**src/common/sid_defs.svh**
```systemverilog
/*
  Constants of the identification-page access block: opcodes, address
  fields, reset values and write-cycle timing.
  Assumes a 100 MHz core clock and an SPI master in mode 0.
*/
`ifndef SID_DEFS_SVH
`define SID_DEFS_SVH

`define SID_OPC_ID_WRITE 8'h82
`define SID_OPC_LOCK_READ 8'h83
`define SID_OPC_ID_READ 8'h8A
`define SID_OPC_WRITE_ARM 8'h0A
`define SID_ADDR_SEL_BIT 2
`define SID_LOCK_DATA_BIT 1
`define SID_GUARD_ALL 2'h3
`define SID_ID_BYTE0 8'h5A
`define SID_ID_BYTE1 8'hA5
`define SID_ID_BYTE2 8'h3C
`define SID_BLANK 8'hFF
`define SID_CLK_NS 10
`define SID_WCYC_NS 5000000
`define SID_WCYC_CYC ((`SID_WCYC_NS + `SID_CLK_NS - 1) / `SID_CLK_NS)

`endif

```
**src/common/sid_pkg.sv**
```systemverilog
/*
  Types of the identification-page access block.
  Assumes sid_defs.svh supplies the numeric constants.
*/
package sid_pkg;
  typedef enum logic [2:0] {PH_OPC, PH_ADDR, PH_DIN, PH_DOUT, PH_ARM, PH_IGN} sid_phase_e;
  typedef enum logic {K_PAGE, K_LOCK} sid_kind_e;
  typedef struct packed {
    logic cs_n;
    logic sck;
    logic si;
  } sid_pins_s;
  typedef struct packed {
    sid_pins_s s1;
    sid_pins_s s2;
    logic sck_d;
    logic cs_d;
    sid_phase_e phase;
    sid_kind_e kind;
    logic is_write;
    logic [2:0] bitcnt;
    logic addr_hi_done;
    logic [7:0] opc;
    logic [7:0] rx;
    logic [7:0] addr_hi;
    logic [4:0] ptr;
    logic got;
    logic lock_req;
    logic [7:0] tx;
    logic [2:0] txcnt;
    logic so_bit;
    logic so_oe;
    logic armed;
    logic busy;
    logic [23:0] wcnt;
    logic commit_lock;
    logic [31:0] mask;
    logic [31:0][7:0] stage;
    logic [31:0][7:0] page;
    logic locked;
  } sid_state_s;
endpackage : sid_pkg

```
**src/hdl/sid_obuf.sv**
```systemverilog
/*
  Two-entry buffer between the byte fetcher and the output shifter.
  Assumes one clock and a synchronous flush from the owner.
*/
`timescale 1ns/1ps
`default_nettype none
module sid_obuf #(
  parameter int W = 8
) (
  input wire logic clk,
  input wire logic rst_n,
  input wire logic flush,
  input wire logic in_valid,
  output logic in_ready,
  input wire logic [W-1:0] in_data,
  output logic out_valid,
  input wire logic out_ready,
  output logic [W-1:0] out_data
);
  typedef struct packed {
    logic [1:0][W-1:0] mem;
    logic wp;
    logic rp;
    logic [1:0] cnt;
  } sid_buf_s;

  sid_buf_s r;
  sid_buf_s n;
  logic do_push;
  logic do_pop;

  assign in_ready = (r.cnt != 2'h2);
  assign out_valid = (r.cnt != 2'h0);
  assign out_data = r.mem[r.rp];
  assign do_push = in_valid && in_ready;
  assign do_pop = out_valid && out_ready;

  always_comb begin
    n = r;
    if (flush) begin
      n.wp = 1'b0;
      n.rp = 1'b0;
      n.cnt = 2'h0;
    end else begin
      if (do_push) begin
        n.mem[r.wp] = in_data;
        n.wp = ~r.wp;
      end
      if (do_pop) begin
        n.rp = ~r.rp;
      end
      n.cnt = r.cnt + {1'b0, do_push} - {1'b0, do_pop};
    end
  end

  always_ff @(posedge clk or negedge rst_n) begin
    if (!rst_n) begin
      r <= '0;
    end else begin
      r <= n;
    end
  end
endmodule : sid_obuf
`default_nettype wire

```
**src/hdl/sid_top.sv**
```systemverilog
/*
  Identification-page engine of a serial EEPROM: command decode, page
  read and write, lock status read, page lock and the timed write cycle.
  Assumes pins arrive asynchronous to ref_clk, SPI mode 0, and a link
  clock far slower than ref_clk so each edge is seen on its own.
*/
`timescale 1ns/1ps
`default_nettype none
`include "sid_defs.svh"
module sid_top
  import sid_pkg::*;
#(
  parameter logic [7:0] ID_READ_OPC = `SID_OPC_ID_READ,
  parameter logic [7:0] WRITE_ARM_OPC = `SID_OPC_WRITE_ARM,
  parameter int WCYC = `SID_WCYC_CYC
) (
  input wire logic ref_clk,
  input wire logic arst_n,
  input wire logic cs_n,
  input wire logic sck,
  input wire logic si,
  output logic so,
  output logic so_oe,
  input wire logic block_guard_hi,
  input wire logic block_guard_lo,
  output logic busy_flag,
  output logic write_latch_bit,
  output logic page_locked
);

  // ----------------------------------------------------------------
  // Reset release
  // ----------------------------------------------------------------
  logic [1:0] rst_q;
  logic rst_n;

  // Commands are answered only once the clear has left the chain
  always_ff @(posedge ref_clk or negedge arst_n) begin
    if (!arst_n) begin
      rst_q <= 2'h0;
    end else begin
      rst_q <= {rst_q[0], 1'b1};
    end
  end
  assign rst_n = rst_q[1];

  // ----------------------------------------------------------------
  // State and helpers
  // ----------------------------------------------------------------
  sid_state_s r;
  sid_state_s n;
  logic sck_rise;
  logic sck_fall;
  logic cs_fall;
  logic cs_rise;
  logic selected;
  logic [7:0] byte_in;
  logic byte_done;
  logic [1:0] guard;
  logic push_valid;
  logic push_ready;
  logic [7:0] push_data;
  logic pop;
  logic buf_valid;
  logic [7:0] buf_data;
  logic buf_flush;

  assign selected = !r.s2.cs_n;
  assign sck_rise = r.s2.sck && !r.sck_d;
  assign sck_fall = !r.s2.sck && r.sck_d;
  assign cs_fall = !r.s2.cs_n && r.cs_d;
  assign cs_rise = r.s2.cs_n && !r.cs_d;
  assign byte_in = {r.rx[6:0], r.s2.si};
  assign byte_done = selected && !cs_fall && sck_rise && (r.bitcnt == 3'h7);
  assign guard = {block_guard_hi, block_guard_lo};

  // ----------------------------------------------------------------
  // Prefetch into the output buffer
  // ----------------------------------------------------------------
  // Keeps a byte ready before the first falling edge of each byte slot
  assign push_valid = (r.phase == PH_DOUT) && selected;
  assign push_data = (r.kind == K_LOCK) ? {7'h00, r.locked} : r.page[r.ptr];
  assign buf_flush = (r.phase != PH_DOUT);

  sid_obuf #(
    .W(8)
  ) u_obuf (
    .clk(ref_clk),
    .rst_n(rst_n),
    .flush(buf_flush),
    .in_valid(push_valid),
    .in_ready(push_ready),
    .in_data(push_data),
    .out_valid(buf_valid),
    .out_ready(pop),
    .out_data(buf_data)
  );

  // ----------------------------------------------------------------
  // Next state
  // ----------------------------------------------------------------
  always_comb begin
    n = r;
    pop = 1'b0;
    n.s1 = {cs_n, sck, si};
    n.s2 = r.s1;
    n.sck_d = r.s2.sck;
    n.cs_d = r.s2.cs_n;

    // Timed write cycle; commit only at its end
    if (r.busy) begin
      if (r.wcnt <= 24'h1) begin
        n.busy = 1'b0;
        n.mask = '0;
        if (r.commit_lock) begin
          n.locked = 1'b1;
        end else if (!r.locked) begin
          for (int i = 0; i < 32; i++) begin
            if (r.mask[i]) begin
              n.page[i] = r.stage[i];
            end
          end
        end
      end else begin
        n.wcnt = r.wcnt - 24'h1;
      end
    end

    if (cs_fall) begin
      n.phase = PH_OPC;
      n.bitcnt = 3'h0;
      n.addr_hi_done = 1'b0;
      n.got = 1'b0;
      n.lock_req = 1'b0;
      // Staged bytes wait for the running cycle; a new frame must not wipe them
      if (!r.busy) begin
        n.mask = '0;
      end
      n.txcnt = 3'h0;
    end else if (cs_rise) begin
      n.so_oe = 1'b0;
      if (r.phase == PH_ARM && r.bitcnt == 3'h0) begin
        n.armed = 1'b1;
      end
      // Only a full data byte counts; a partial byte drops the command
      if (r.phase == PH_DIN && r.got && r.bitcnt == 3'h0 && !r.busy) begin
        if (r.kind == K_PAGE || r.lock_req) begin
          n.busy = 1'b1;
          n.wcnt = WCYC[23:0];
          n.commit_lock = (r.kind == K_LOCK);
          n.armed = 1'b0;
        end
      end
      n.phase = PH_IGN;
    end else if (selected && sck_rise) begin
      n.rx = byte_in;
      n.bitcnt = r.bitcnt + 3'h1;
      if (r.phase == PH_ARM) begin
        n.phase = PH_IGN;
      end else if (r.bitcnt == 3'h7) begin
        case (r.phase)
          PH_OPC: begin
            n.opc = byte_in;
            n.is_write = 1'b0;
            if (byte_in == ID_READ_OPC || byte_in == `SID_OPC_LOCK_READ) begin
              n.phase = r.busy ? PH_IGN : PH_ADDR;
            end else if (byte_in == `SID_OPC_ID_WRITE) begin
              n.is_write = 1'b1;
              if (r.busy || guard == `SID_GUARD_ALL || !r.armed) begin
                n.phase = PH_IGN;
              end else begin
                n.phase = PH_ADDR;
              end
            end else if (byte_in == WRITE_ARM_OPC) begin
              n.phase = PH_ARM;
            end else begin
              n.phase = PH_IGN;
            end
          end
          PH_ADDR: begin
            if (!r.addr_hi_done) begin
              n.addr_hi = byte_in;
              n.addr_hi_done = 1'b1;
            end else begin
              n.ptr = byte_in[4:0];
              if (r.is_write) begin
                n.kind = r.addr_hi[`SID_ADDR_SEL_BIT] ? K_LOCK : K_PAGE;
                n.phase = PH_DIN;
              end else if (r.opc == `SID_OPC_LOCK_READ) begin
                n.kind = K_LOCK;
                n.phase = r.addr_hi[`SID_ADDR_SEL_BIT] ? PH_DOUT : PH_IGN;
              end else begin
                n.kind = K_PAGE;
                n.phase = r.addr_hi[`SID_ADDR_SEL_BIT] ? PH_IGN : PH_DOUT;
              end
            end
          end
          PH_DIN: begin
            n.got = 1'b1;
            if (r.kind == K_PAGE) begin
              n.stage[r.ptr] = byte_in;
              n.mask[r.ptr] = 1'b1;
              n.ptr = r.ptr + 5'h1;
            end else begin
              n.lock_req = byte_in[`SID_LOCK_DATA_BIT];
            end
          end
          default: begin
          end
        endcase
      end
    end else if (selected && sck_fall && r.phase == PH_DOUT) begin
      n.so_oe = 1'b1;
      if (r.txcnt == 3'h0) begin
        pop = buf_valid;
        n.so_bit = buf_data[7];
        n.tx = {buf_data[6:0], 1'b0};
        n.txcnt = 3'h7;
      end else begin
        n.so_bit = r.tx[7];
        n.tx = {r.tx[6:0], 1'b0};
        n.txcnt = r.txcnt - 3'h1;
      end
    end

    // Page reads walk the pointer; lock reads repeat the status byte
    if (push_valid && push_ready && r.kind == K_PAGE) begin
      n.ptr = r.ptr + 5'h1;
    end
  end

  // ----------------------------------------------------------------
  // Registers
  // ----------------------------------------------------------------
  always_ff @(posedge ref_clk or negedge rst_n) begin
    if (!rst_n) begin
      r <= '0;
      r.s1 <= 3'h4;
      r.s2 <= 3'h4;
      r.cs_d <= 1'b1;
      r.phase <= PH_IGN;
      r.page <= {{29{`SID_BLANK}}, `SID_ID_BYTE2, `SID_ID_BYTE1, `SID_ID_BYTE0};
    end else begin
      r <= n;
    end
  end

  assign so = r.so_bit;
  assign so_oe = r.so_oe;
  assign busy_flag = r.busy;
  assign write_latch_bit = r.armed;
  assign page_locked = r.locked;
endmodule : sid_top
`default_nettype wire

```
**config.mk**
```make
export PLATFORM = sky130hd
export DESIGN_NAME = sid_top
export DESIGN_NICKNAME = d
export VERILOG_FILES = /design/src/common/sid_pkg.sv /design/src/hdl/sid_obuf.sv /design/src/hdl/sid_top.sv
export VERILOG_INCLUDE_DIRS = /design/src /design/src/common
export SDC_FILE = /design/constraint.sdc
export NUM_CORES = 1
export LEC_CHECK = 0
export BUFFER_PORTS_ARGS = -buffer_cell sky130_fd_sc_hd__buf_2
export CAP_MARGIN = 20
export CORE_MARGIN = 2
export CORE_UTILIZATION = 60
export CTS_CLUSTER_SIZE = 20
export DETAILED_ROUTE_END_ITERATION = 10
export PLACE_DENSITY = 0.76
export SLEW_MARGIN = 20
export SYNTH_ARGS = -nofsm -noshare
export SYNTH_HDL_FRONTEND = slang
export SYNTH_SLANG_ARGS = --single-unit
```
**constraint.sdc**
```tcl
create_clock -name ref_clk -period 27.2 [get_ports ref_clk]
set_clock_uncertainty 0.1 [all_clocks]
set_input_delay 5.44 -clock ref_clk [delete_from_list [all_inputs] [get_ports ref_clk]]
set_output_delay 5.44 -clock ref_clk [all_outputs]
set_load 0.03 [all_outputs]
```
# --- Word-level counts from Yosys, hierarchy flattened ---
# Index checks and enable logic that the tools add are counted.
word_totals:
  latchBits: 0
  mem_count: 0
  rom_bits: 0
  output_inout_bits: 5
  regBits: 655
  mem_bits_rw: 0
op_classes:
  n_reduce_logical: 96
  div: 0
  n_eq_ne: 24
  n_shift: 0
  muxes: 90
  n_mul: 0
  order_cmp: 6
  addsub: 6
  bitwise: 12
ops:
  columns: ["operator", "count"]
  rows:
  - ["two-way mux 288 bit", 6]
  - ["bitwise mux 256 bit", 1]
  - ["AND reduction 5 bit", 34]
  - ["two-way mux 32 bit", 4]
  - ["two-way mux 8 bit", 9]
  - ["two-way mux 27 bit", 2]
  - ["two-way mux 26 bit", 2]
  - ["two-way mux 47 bit", 1]
  - ["two-way mux 4 bit", 11]
  - ["binary-select mux 8 bit (select 5 bit)", 1]
  - ["demux 8 bit (select 5 bit)", 1]
  - ["two-way mux 40 bit", 1]
  - ["equality test 8 bit, second input constant", 4]
  - ["OR 32 bit", 1]
  - ["two-way mux 15 bit", 2]
  - ["two-way mux 3 bit", 10]
  - ["two-way mux 13 bit", 2]
  - ["two-way mux 25 bit", 1]
  - ["two-way mux 5 bit", 5]
  - ["<= comparator 24 x 1 -> 1 bit, second input constant", 1]
  - ["two-way mux 24 bit", 1]
  - ["nonzero test 2 bit", 12]
  - ["subtractor 24 x 1 -> 24 bit, second input constant", 1]
  - ["AND reduction 7 bit", 3]
  - ["other kinds (42)", 118]

# --- Longest topological paths before layout ---
# Gate-level depths: netlist of the first run.
depth:
  depth_word: 17
  mapped_depth: 13
  ltp_nobuf: 11

# --- Hierarchy ---
# From an unflattened synthesis of the first run, not the netlist that was laid out.
unflattened:
  cells_unflattened: 1997
  hier_area_um2: 28049.4
modules_own_cells:
  columns: ["mod", "cells_each", "area_per_inst_um2", "seq_area_each_um2", "n_inst"]
  rows:
  - ["sid_top", 1932, 27118.5, 15976.6, 1]
  - ["sid_obuf", 65, 930.9, 500.5, 1]

# --- Least setup slack after synthesis of the first run ---
# OpenSTA, ideal clock, no wires.
synth_path:
  path_type: "input port to flip-flop"
  start: "input port block_guard_lo"
  end: "register r[624] (netlist bit)"
  t_arrival_ps: 6377
  cell_stages: 5
  setup_slack_ps: 20639
  required_time_ps: 27016
  cell_sequence: "nand2_1 -> a211oi_1 -> or4b_2 -> a31oi_1 -> o21ai_0"
synth_between:
  elab_chain_len: 12
synth_lines:
  columns: ["element", "line", "rtl"]
  rows:
  - ["start: declaration", "sid_top.sv:25", "input wire logic block_guard_lo,"]
  - ["equality test 2 bit (no source line)", null, null]
  - ["logical OR 1 bit (no source line)", null, null]
  - ["logical OR 1 bit", "sid_top.sv:169", "if (r.busy || guard == `SID_GUARD_ALL || !r.armed) begin"]
  - ["two-way mux 3 bit", "sid_top.sv:169", null]
  - ["two-way mux 3 bit", "sid_top.sv:167", "end else if (byte_in == `SID_OPC_ID_WRITE) begin"]
  - ["two-way mux 3 bit", "sid_top.sv:165", "if (byte_in == ID_READ_OPC || byte_in == `SID_OPC_LOCK_READ) begin"]
  - ["one-hot mux 3 bit (2 select lines)", "sid_top.sv:161", "case (r.phase)"]
  - ["two-way mux 5 bit", "sid_top.sv:160", "end else if (r.bitcnt == 3'h7) begin"]
  - ["two-way mux 3 bit", "sid_top.sv:158", "if (r.phase == PH_ARM) begin"]
  - ["two-way mux 40 bit", "sid_top.sv:155", "end else if (selected && sck_rise) begin"]
  - ["two-way mux 3 bit", "sid_top.sv:140", "end else if (cs_rise) begin"]
  - ["two-way mux 3 bit", "sid_top.sv:129", "if (cs_fall) begin"]
  - ["end signal: assignment", "sid_top.sv:244", "r <= n;"]
  - ["end: declaration", "sid_top.sv:50", "sid_state_s r;"]
# No other way between the ends. The select of a mux whose other input is x is not followed.
# A chain may end at the register's enable or synchronous reset.

# --- Worst setup path after layout of the first run ---
layout_path:
  start: "register r (netlist bit page_locked)"
  end: "output port page_locked"
layout_rtl:
  columns: ["element", "line", "rtl"]
  rows:
  - ["end: declaration", "sid_top.sv:28", "output logic page_locked"]
# No word-level cell between the ends.

==> results.py, run 1 <==
metrics = {
    "status": {
        "status": "complete, no violations",
    },
    "setup_path": {
        "rr_endpoint": "u_obuf.r[19]",
        "r2r-start": "r[587]",
        "cp_slowest_stage_delay_ns": 1.09,
        "crit_family": "flip-flops",
        "worstSetupPathDepth": 1,
        "crit_chain": "buf_2",
        "end_kind": "output pin",
        "arrival_ns": 2.07,
        "cp_slowest_cell": "dfrtp_4",
        "crit_fanout": 33,
        "rrSetupSlack_ns": 22.81,
        "worstSetupPathType": "reg2out",
        "cp.required_ns": 21.66,
        "cp-start-kind": "flip-flop",
        "crit_buf_inv": 1,
        "r2r_cells": 7,
        "endpoint": "page_locked",
        "startpoint": "page_locked",
    },
    "min_path": {
        "hold_class": "reg2async",
    },
    "die": {
        "ioPinCount": 12,
        "die_area_um2": 49100,
        "die-width_um": 221,
        "coreArea_um2": 46700,
        "die_h_um": 221,
        "rows": 79,
        "start_util": 0.608,
    },
    "drt": {
        "wl_met3_mm": 3.13,
        "wl_met2_mm": 30.0,
        "highest_layer": "met5",
        "via_count": 16600,
        "drc": 0,
        "drtIter0Drc": 1220,
        "via_per_inst": 6.24,
        "met1_length_mm": 28.4,
        "dr.pass1.iters": 5,
        "ant_nets": 0,
        "wl_per_cell_um": 23.9,
        "routed_wl_mm": 63.4,
    },
    "clock_tree": {
        "clkSinkCount": 646,
        "cts_hold_buf": 0,
        "cts_made_buffers": 66,
        "post_cts_buffers": 0,
        "htreeDepth": 3,
        "cts_tree": "built",
        "cts_root_buf": "clkbuf_16",
        "cts_resized": 0,
        "clk_pin_slew_worst_paths_ns": 0.06,
        "clk_latency_ns": 0.60,
        "clockBufferDepth": 3,
    },
    "synthesis": {
        "synth-async-reset-ratio": 1.00,
        "synth_edf_count": 0,
        "ys_seq_elements": 646,
        "ys_seq_area_frac": 0.581,
        "syn_nets": 2026,
        "netlist_instances": 2004,
        "synth_top_flop_cell": "dfrtp_1",
        "syn_avg_cell_area_um2": 14.2,
        "synth_cell_type_count": 68,
        "yosys_warnings": 0,
        "synth_area_um2": 28400,
    },
    "timing": {
        "rsz0062_at_grt": "no",
        "fin_setup_tns_ns": 0,
        "finalMaxSlewViolations": 0,
        "hold_ws_ns": 0.249,
        "max_freq_mhz": 131,
        "period_needed_ns": 7.61,
        "max_slew_margin": 0.274,
        "setup_violations": 0,
        "hold_viol": 0,
        "tightest_slew_ns": 1.09,
        "post-route-period-util": 0.280,
    },
    "placement": {
        "dp_hpwl_mm": 39.0,
        "io_buffers": 11,
        "gp_congestion": 0.839,
        "placed_cell_area_um2": 29000,
    },
    "grt": {
        "grt_pass1_wl_mm": 101,
        "grt-ovfl-total": 0,
        "grt_max_degree": 189,
        "grt_usage": 0.266,
        "antenna_found_initial": 1,
        "grt_pass1_vias": 17300,
    },
    "cells_and_area": {
        "area_growth_pct": 10.1,
        "final_common_cell": "mux2_2",
        "n_antenna_cell": 0,
        "num-nets-final": 2014,
        "fillers": 3253,
        "final_cell_mix": "mux2_2 (509), dfrtp_1 (390), dfstp_2 (249), mux2i_1 (139), clkbuf_16 (73)",
        "fin_area_um2": 31200,
        "drive_gt1_frac": 0.481,
    },
    "run": {
        "maxCapViolCount": 0,
    },
    "pwr": {
        "p_leak_uw": 0.0146,
        "p_per_area_nw_per_um2": 64.3,
        "vdd_drop_max_v": 0.0000481,
    },
}
-- area by class of cell --
cell class                      count  area, um^2  area share
Clock inverter                     11         161     0.00517
Timing Repair Buffer               34         256     0.00821
Sequential cell                   646       16500       0.528
Multi-Input combinational cell   1220       11400       0.364
Tap cell                          607         759      0.0243
Clock buffer                      111        2090      0.0669
Inverter                           24        90.1     0.00288
-- metal layers --
metal / track usage / vias up
li1: - / 7298
met1: 0.370 / 8755
met2: 0.416 / 367
met3: 0.0572 / 130
met4: 0.0944 / 2
met5: 0 / -
-- cell families (layout without fill, tap and decap cells) --
family          after synthesis  in the layout  synth area share
simple gates                337            337            0.0837
flops                       646            646             0.581
xor+xnor                      3              3          0.000926
other cells                   1              1          0.000132
buf+inv                     138            180            0.0192
compound gates              193            193            0.0455
mux                         671            671             0.263
fa+ha+maj                    15             15           0.00661
-- where the power goes --
part	total [uW]	internal, uW	switching [uW]
Sequential	988	970	17.5
Clock	929	562	368
Combinational	91.4	16.1	75.3
-- worst min path at each step --
| stage | to | slack, ns |
|---|---|---|
| after floorplan | byte_in[0] | 0.23 |
| after global placement | byte_in[0] | 0.24 |
| after detailed placement | rst_q[1] | 0.25 |
| after CTS | rst_q[1] | 0.26 |
| after global routing | n[625] | 0.27 |
| final | r[356] | 0.25 |
-- Yosys cell counts, types with 4 or more instances --
master / n / area share
nor2_1: 47 / 0.0062
or4_1: 8 / 0.0021
clkbuf_1: 81 / 0.011
o21ai_0: 31 / 0.0055
mux2_1: 4 / 0.0016
mux2_4: 16 / 0.0085
a31oi_1: 5 / 0.0011
nand4bb_1: 7 / 0.0028
o211ai_1: 8 / 0.0021
a21o_1: 16 / 0.0042
nand2_1: 72 / 0.0095
nor4_1: 20 / 0.0044
inv_1: 24 / 0.0032
mux2i_1: 139 / 0.049
nor2b_1: 8 / 0.0018
dfstp_2: 249 / 0.23
nor3_1: 14 / 0.0025
a21oi_1: 19 / 0.0034
o31ai_1: 9 / 0.0024
nand3_1: 51 / 0.0090
nor2_2: 17 / 0.0037
or3_1: 9 / 0.0020
or4b_2: 6 / 0.0021
nor3b_1: 4 / 0.0011
buf_1: 26 / 0.0034
a22o_1: 17 / 0.0052
nand4b_1: 4 / 0.0012
a22oi_1: 4 / 0.0011
nand4_1: 7 / 0.0015
nand2b_1: 11 / 0.0024
mux2_2: 509 / 0.20
nor4b_4: 29 / 0.024
dfrtp_1: 397 / 0.35
or2_2: 6 / 0.0013
ha_1: 15 / 0.0066
o22ai_1: 64 / 0.014
-- state kept, by name, indices dropped and copies added (netlist names) --
register	count
busy_flag	1
byte_in	8
n	5
page_locked	1
r	606
rst_q	2
so	1
so_oe	1
u_obuf.r	20
write_latch_bit	1
-- stage by stage --
step | instances | util | power, uW | worst slack [ns]
floorplan | 2004 | - | 1050 | 8.20
finish | 2653 | 0.669 | 2010 | 19.59
global route | 2653 | 0.669 | 2070 | 19.52
global placement | 2530 | 0.621 | 1090 | 20.22
detailed placement | 2530 | 0.621 | 1100 | 20.20
CTS | 2652 | 0.669 | 2030 | 19.56
Power figures use the tool's default switching activity.
==> inputs of run 2 (changes only) <==
Clock period 27.2 ns to 7.4 ns, I/O delays scaled along.
==> results.py, run 2 (synthesis results as in run 1) <==
metrics = {
    "timing": {
        "finalMaxSlewViolations": 0,
        "max_slew_margin": 0.324,
        "setup_violations": 0,
        "fin_setup_tns_ns": 0,
        "max_freq_mhz": 282,
        "period_needed_ns": 3.55,
        "hold_ws_ns": 0.195,
        "post-route-period-util": 0.480,
        "layout_setup_ws_ns": 3.85,
        "tightest_slew_ns": 1.01,
        "rsz0062_at_grt": "no",
        "hold_viol": 0,
    },
    "cells_and_area": {
        "drive_gt1_frac": 0.488,
        "num-nets-final": 2022,
        "largest_reg_flops": 606,
        "area_growth_pct": 10.3,
        "n_antenna_cell": 0,
        "top_register": "r",
        "final_common_cell": "mux2_2",
        "final_cell_mix": "mux2_2 (509), dfrtp_1 (391), dfstp_2 (249), mux2i_1 (139), nand2_1 (72)",
    },
    "drt": {
        "via_per_inst": 6.28,
        "drc": 1,
        "routed_wl_mm": 64.4,
        "drtIter0Drc": 1226,
        "wl_per_cell_um": 24.2,
        "dr.pass1.iters": 9,
        "ant_nets": 0,
        "via_count": 16700,
    },
    "clock_tree": {
        "clk_latency_ns": 0.60,
        "post_cts_buffers": 0,
        "cts_root_buf": "clkbuf_16",
        "clk_pin_slew_worst_paths_ns": 0.06,
        "cts_resized": 0,
        "clockBufferDepth": 3,
        "cts_made_buffers": 68,
        "clkSinkCount": 646,
        "cts_tree": "built",
        "cts_hold_buf": 0,
        "htreeDepth": 3,
    },
    "die": {
        "die-width_um": 221,
        "ioPinCount": 12,
        "rows": 79,
        "die_h_um": 221,
        "start_util": 0.608,
        "die_area_um2": 49100,
        "coreArea_um2": 46700,
    },
    "pwr": {
        "power_frac_comb": 0.052,
        "p_per_area_nw_per_um2": 236,
        "switchingPower_uw": 1730,
        "seqPwrFrac": 0.487,
        "p_leak_uw": 0.0147,
        "p_int_uw": 5650,
        "vdd_drop_max_v": 0.000236,
        "netSwitchingFraction": 0.234,
        "clockPowerShare": 0.460,
    },
    "placement": {
        "io_buffers": 11,
        "dp_hpwl_mm": 39.6,
        "gp_congestion": 0.807,
        "place_ws_ns": 3.85,
    },
    "grt": {
        "grt_usage": 0.267,
        "grt_pass1_vias": 17500,
        "grtUsageMet1": 0.371,
        "grt_use_met2": 0.431,
        "grt_max_degree": 166,
        "grt_pass1_wl_mm": 102,
        "use_met3": 0.0483,
        "grt-ovfl-total": 0,
        "grt-busiest-layer": "met2",
        "antenna_found_initial": 1,
    },
    "min_path": {
        "hold_class": "reg2async",
    },
    "setup_path": {
        "cp-start-kind": "flip-flop",
        "cp.required_ns": 7.79,
        "arrival_ns": 3.93,
        "crit_fanout": 96,
        "end_kind": "flip-flop",
        "worstSetupPathType": "reg2reg",
    },
    "status": {
        "violations": "design-rule violations",
        "status": "finished, violations left",
    },
    "run": {
        "maxCapViolCount": 0,
    },
}
## run 2: cell types whose count changed in the layout (fill, tap and decap cells not counted)
cell / previous run / this run
clkbuf_16: 73 / 71
dfrtp_2: 3 / 2
inv_6: 0 / 1
dfrtp_1: 390 / 391
bufinv_16: 4 / 2
inv_8: 0 / 1
buf_16: 0 / 1
clkinvlp_4: 1 / 2
clkbuf_1: 26 / 15
clkinv_2: 5 / 11
buf_4: 19 / 25
clkbuf_8: 12 / 19
clkbuf_4: 1 / 0
## run 2: through the flow
stage | utilization | area (um^2) | instances | power [uW]
global placement | 0.622 | 29000 | 2535 | 4030
detailed placement | 0.622 | 29000 | 2535 | 4040
floorplan | - | 28400 | 2004 | 3850
global route | 0.671 | 31300 | 2660 | 7610
finish | 0.671 | 31300 | 2660 | 7380
CTS | 0.670 | 31300 | 2658 | 7430
## run 2: path summary, 6_finish.rpt
| check | slack, ns | to | depth (start not counted) | from |
|---|---|---|---|---|
| setup / recovery | 3.85 | r[318] | 5 | r[587] |
| hold / removal | 0.20 | r[321] | 0 | rst_q[1] |
| setup reg to reg | 3.85 | r[318] | 5 | r[587] |
| hold reg to reg | 0.20 | r[321] | 0 | rst_q[1] |
| max in group asynchronous | 5.22 | r[157] | 2 | rst_q[1] |
| min in group ref_clk | 0.25 | rst_q[1] | 0 | rst_q[0] |
## run 2: worst max-delay path, stage by stage, from the launching register on
cell     delay [ns]
dfrtp_4        0.87
buf_12         0.65
ha_1           0.35
nand2_1        0.43
nor2_2         0.62
mux2_2         0.40
## run 2: layout make-up
class                           instances  area [um^2]
Inverter                               24         90.1
Fill cell                            3242        15400
Clock inverter                         18          159
Multi-Input combinational cell       1220        11400
Clock buffer                          105         2090
Sequential cell                       646        16500
Timing Repair Buffer                   40          322
Tap cell                              607          759
## run 2: per-layer routing
metal | routed length [um] | vias to the layer above
met5 | 8 | -
li1 | - | 7296
met3 | 3100 | 129
met4 | 1750 | 2
met1 | 28700 | 8867
met2 | 30800 | 410
## run 2: power by group through the flow
stage                     sequential (uW)  clock, uW  combinational [uW]
after floorplan                      3690          0                 158
after global placement               3650          0                 376
after detailed placement             3650          0                 384
after CTS                            3590       3450                 387
after global routing                 3600       3600                 415
final                                3600       3400                 386
==> inputs of run 3 (changes only) <==
Settings changed: CORE_UTILIZATION 60 to 57.
Clock period 7.4 ns to 3.2 ns, I/O delays scaled along.
==> results.py, run 3 (synthesis results as in run 1) <==
metrics = {
    "timing": {
        "hold_viol": 0,
        "finalMaxSlewViolations": 0,
        "hold_ws_ns": 0.0389,
        "setup_violations": 0,
        "post-route-period-util": 0.920,
        "rsz0062_at_grt": "no",
        "max_slew_margin": 0.375,
        "tightest_slew_ns": 0.938,
        "period_needed_ns": 2.94,
        "max_freq_mhz": 340,
        "fin_setup_tns_ns": 0,
    },
    "drt": {
        "via_per_inst": 6.10,
        "wl_per_cell_um": 23.0,
        "dr.pass1.iters": 8,
        "ant_nets": 0,
        "via_count": 16900,
        "drc": 0,
        "drtIter0Drc": 1242,
        "routed_wl_mm": 63.4,
    },
    "placement": {
        "io_buffers": 11,
        "placed_cell_area_um2": 29500,
        "dp_hpwl_mm": 40.8,
        "gp_congestion": 0.910,
        "placed_cells": 2639,
    },
    "pwr": {
        "power_frac_comb": 0.051,
        "seqPwrFrac": 0.488,
        "vdd_drop_max_v": 0.000460,
        "p_per_area_nw_per_um2": 537,
        "switchingPower_uw": 3950,
        "clockPowerShare": 0.461,
        "p_leak_uw": 0.0149,
        "p_int_uw": 13100,
        "netSwitchingFraction": 0.231,
    },
    "grt": {
        "grt_max_degree": 125,
        "antenna_found_initial": 0,
        "grt-ovfl-total": 0,
        "grt_pass1_wl_mm": 100,
        "grt_usage": 0.254,
        "grt_pass1_vias": 17300,
    },
    "setup_path": {
        "crit_fanout": 11,
        "cp-start-kind": "flip-flop",
        "arrival_ns": 3.32,
        "r2r_cells": 9,
        "end_kind": "flip-flop",
        "cp.required_ns": 3.58,
        "rrSetupSlack_ns": 0.26,
        "worstSetupPathType": "reg2reg",
        "rr_endpoint": "r[306]",
        "r2r-start": "r[618]",
    },
    "cells_and_area": {
        "largest_reg_flops": 606,
        "layout.cells.non_filler": 2763,
        "area_growth_pct": 12.1,
        "final_common_cell": "mux2_2",
        "n_antenna_cell": 0,
        "final_cell_mix": "mux2_2 (509), dfrtp_1 (390), dfstp_2 (249), mux2i_1 (139)",
        "top_register": "r",
        "drive_gt1_frac": 0.495,
        "fin_area_um2": 31800,
        "num-nets-final": 2068,
    },
    "min_path": {
        "holdPathEnd": "n[629]",
        "holdCritStartpoint": "cs_n",
        "worstHoldPathCells": 1,
        "hold_class": "in2reg",
    },
    "status": {
        "status": "complete, no violations",
    },
    "die": {
        "start_util": 0.579,
        "die-width_um": 227,
        "ioPinCount": 12,
        "die_area_um2": 51600,
        "die_h_um": 227,
        "coreArea_um2": 49100,
        "rows": 81,
    },
    "clock_tree": {
        "cts_root_buf": "clkbuf_16",
        "clockBufferDepth": 3,
        "cts_tree": "built",
        "clk_latency_ns": 0.60,
        "post_cts_buffers": 0,
        "htreeDepth": 3,
        "clk_pin_slew_worst_paths_ns": 0.06,
        "clkSinkCount": 646,
        "cts_made_buffers": 68,
    },
    "run": {
        "maxCapViolCount": 0,
    },
}
run 3: cell count changes in the layout (fill, tap and decap cells not counted), sizes merged:
| cell | delta |
|---|---|
| inv | -1 |
| clkinvlp | -1 |
| buf | +45 |
| clkbuf | +3 |
| clkinv | -3 |
| dlygate4sd3 | +1 |
| bufinv | +2 |
run 3: through the flow:
| stage | power, uW | setup WS, ns | utilization |
|---|---|---|---|
| after floorplan | 8900 | -3.02 | - |
| after global placement | 9320 | 0.222 | 0.602 |
| after detailed placement | 9350 | 0.164 | 0.602 |
| after CTS | 17200 | 0.130 | 0.648 |
| after global routing | 17600 | 0.0464 | 0.649 |
| final | 17100 | 0.256 | 0.649 |
run 3: layout make-up:
type	count	area, um^2
clock buffers	108	2060
clock inverters	15	181
fillers	3515	17200
inverters	24	90.1
multi-input cells	1220	11400
flip-flops and latches	646	16500
well taps	664	831
repair buffers	86	758
run 3: worst max-delay path, cell delays in order (launching register included):
cell and delay, ns:
dfrtp_1 0.39, ha_1 0.17, ha_1 0.28, nand4bb_1 0.22, nor4_2 0.25, buf_4 0.24, nand2_1 0.08, buf_4 0.21
nor2_2 0.49, mux2_2 0.40
run 3: power groups by stage:
| stage | Combinational [uW] | Clock (uW) | Sequential, uW |
|---|---|---|---|
| finish | 868 | 7880 | 8340 |
| CTS | 872 | 8020 | 8340 |
| floorplan | 365 | 0 | 8540 |
| detailed placement | 871 | 0 | 8480 |
| global route | 936 | 8370 | 8340 |
| global placement | 849 | 0 | 8470 |
run 3: repair_timing:
action,CTS,global route
hold endpoints to repair,2,0
resized for setup,0,6
hold buffers,1,0
setup endpoints to repair,0,40
run 3: how the worst max path moves through the flow:
| stage | cells after the start | endpoint | from | slack (ns) |
|---|---|---|---|---|
| CTS | 8 | r[313] | r[618] | 0.13 |
| detailed placement | 8 | r[346] | r[618] | 0.16 |
| global route | 9 | r[306] | r[618] | 0.05 |
| floorplan | 0 | busy_flag | rst_q[1] | -3.02 |
| global placement | 8 | r[447] | r[618] | 0.22 |
| finish | 9 | r[306] | r[618] | 0.26 |
run 3: routing by layer:
metal,vias to the layer above,wire (um),global-route usage
li1,7394,-,-
met1,8941,28000,0.348
met2,401,30600,0.411
met3,119,2890,0.0453
met4,0,1960,0.0881
met5,-,0,0
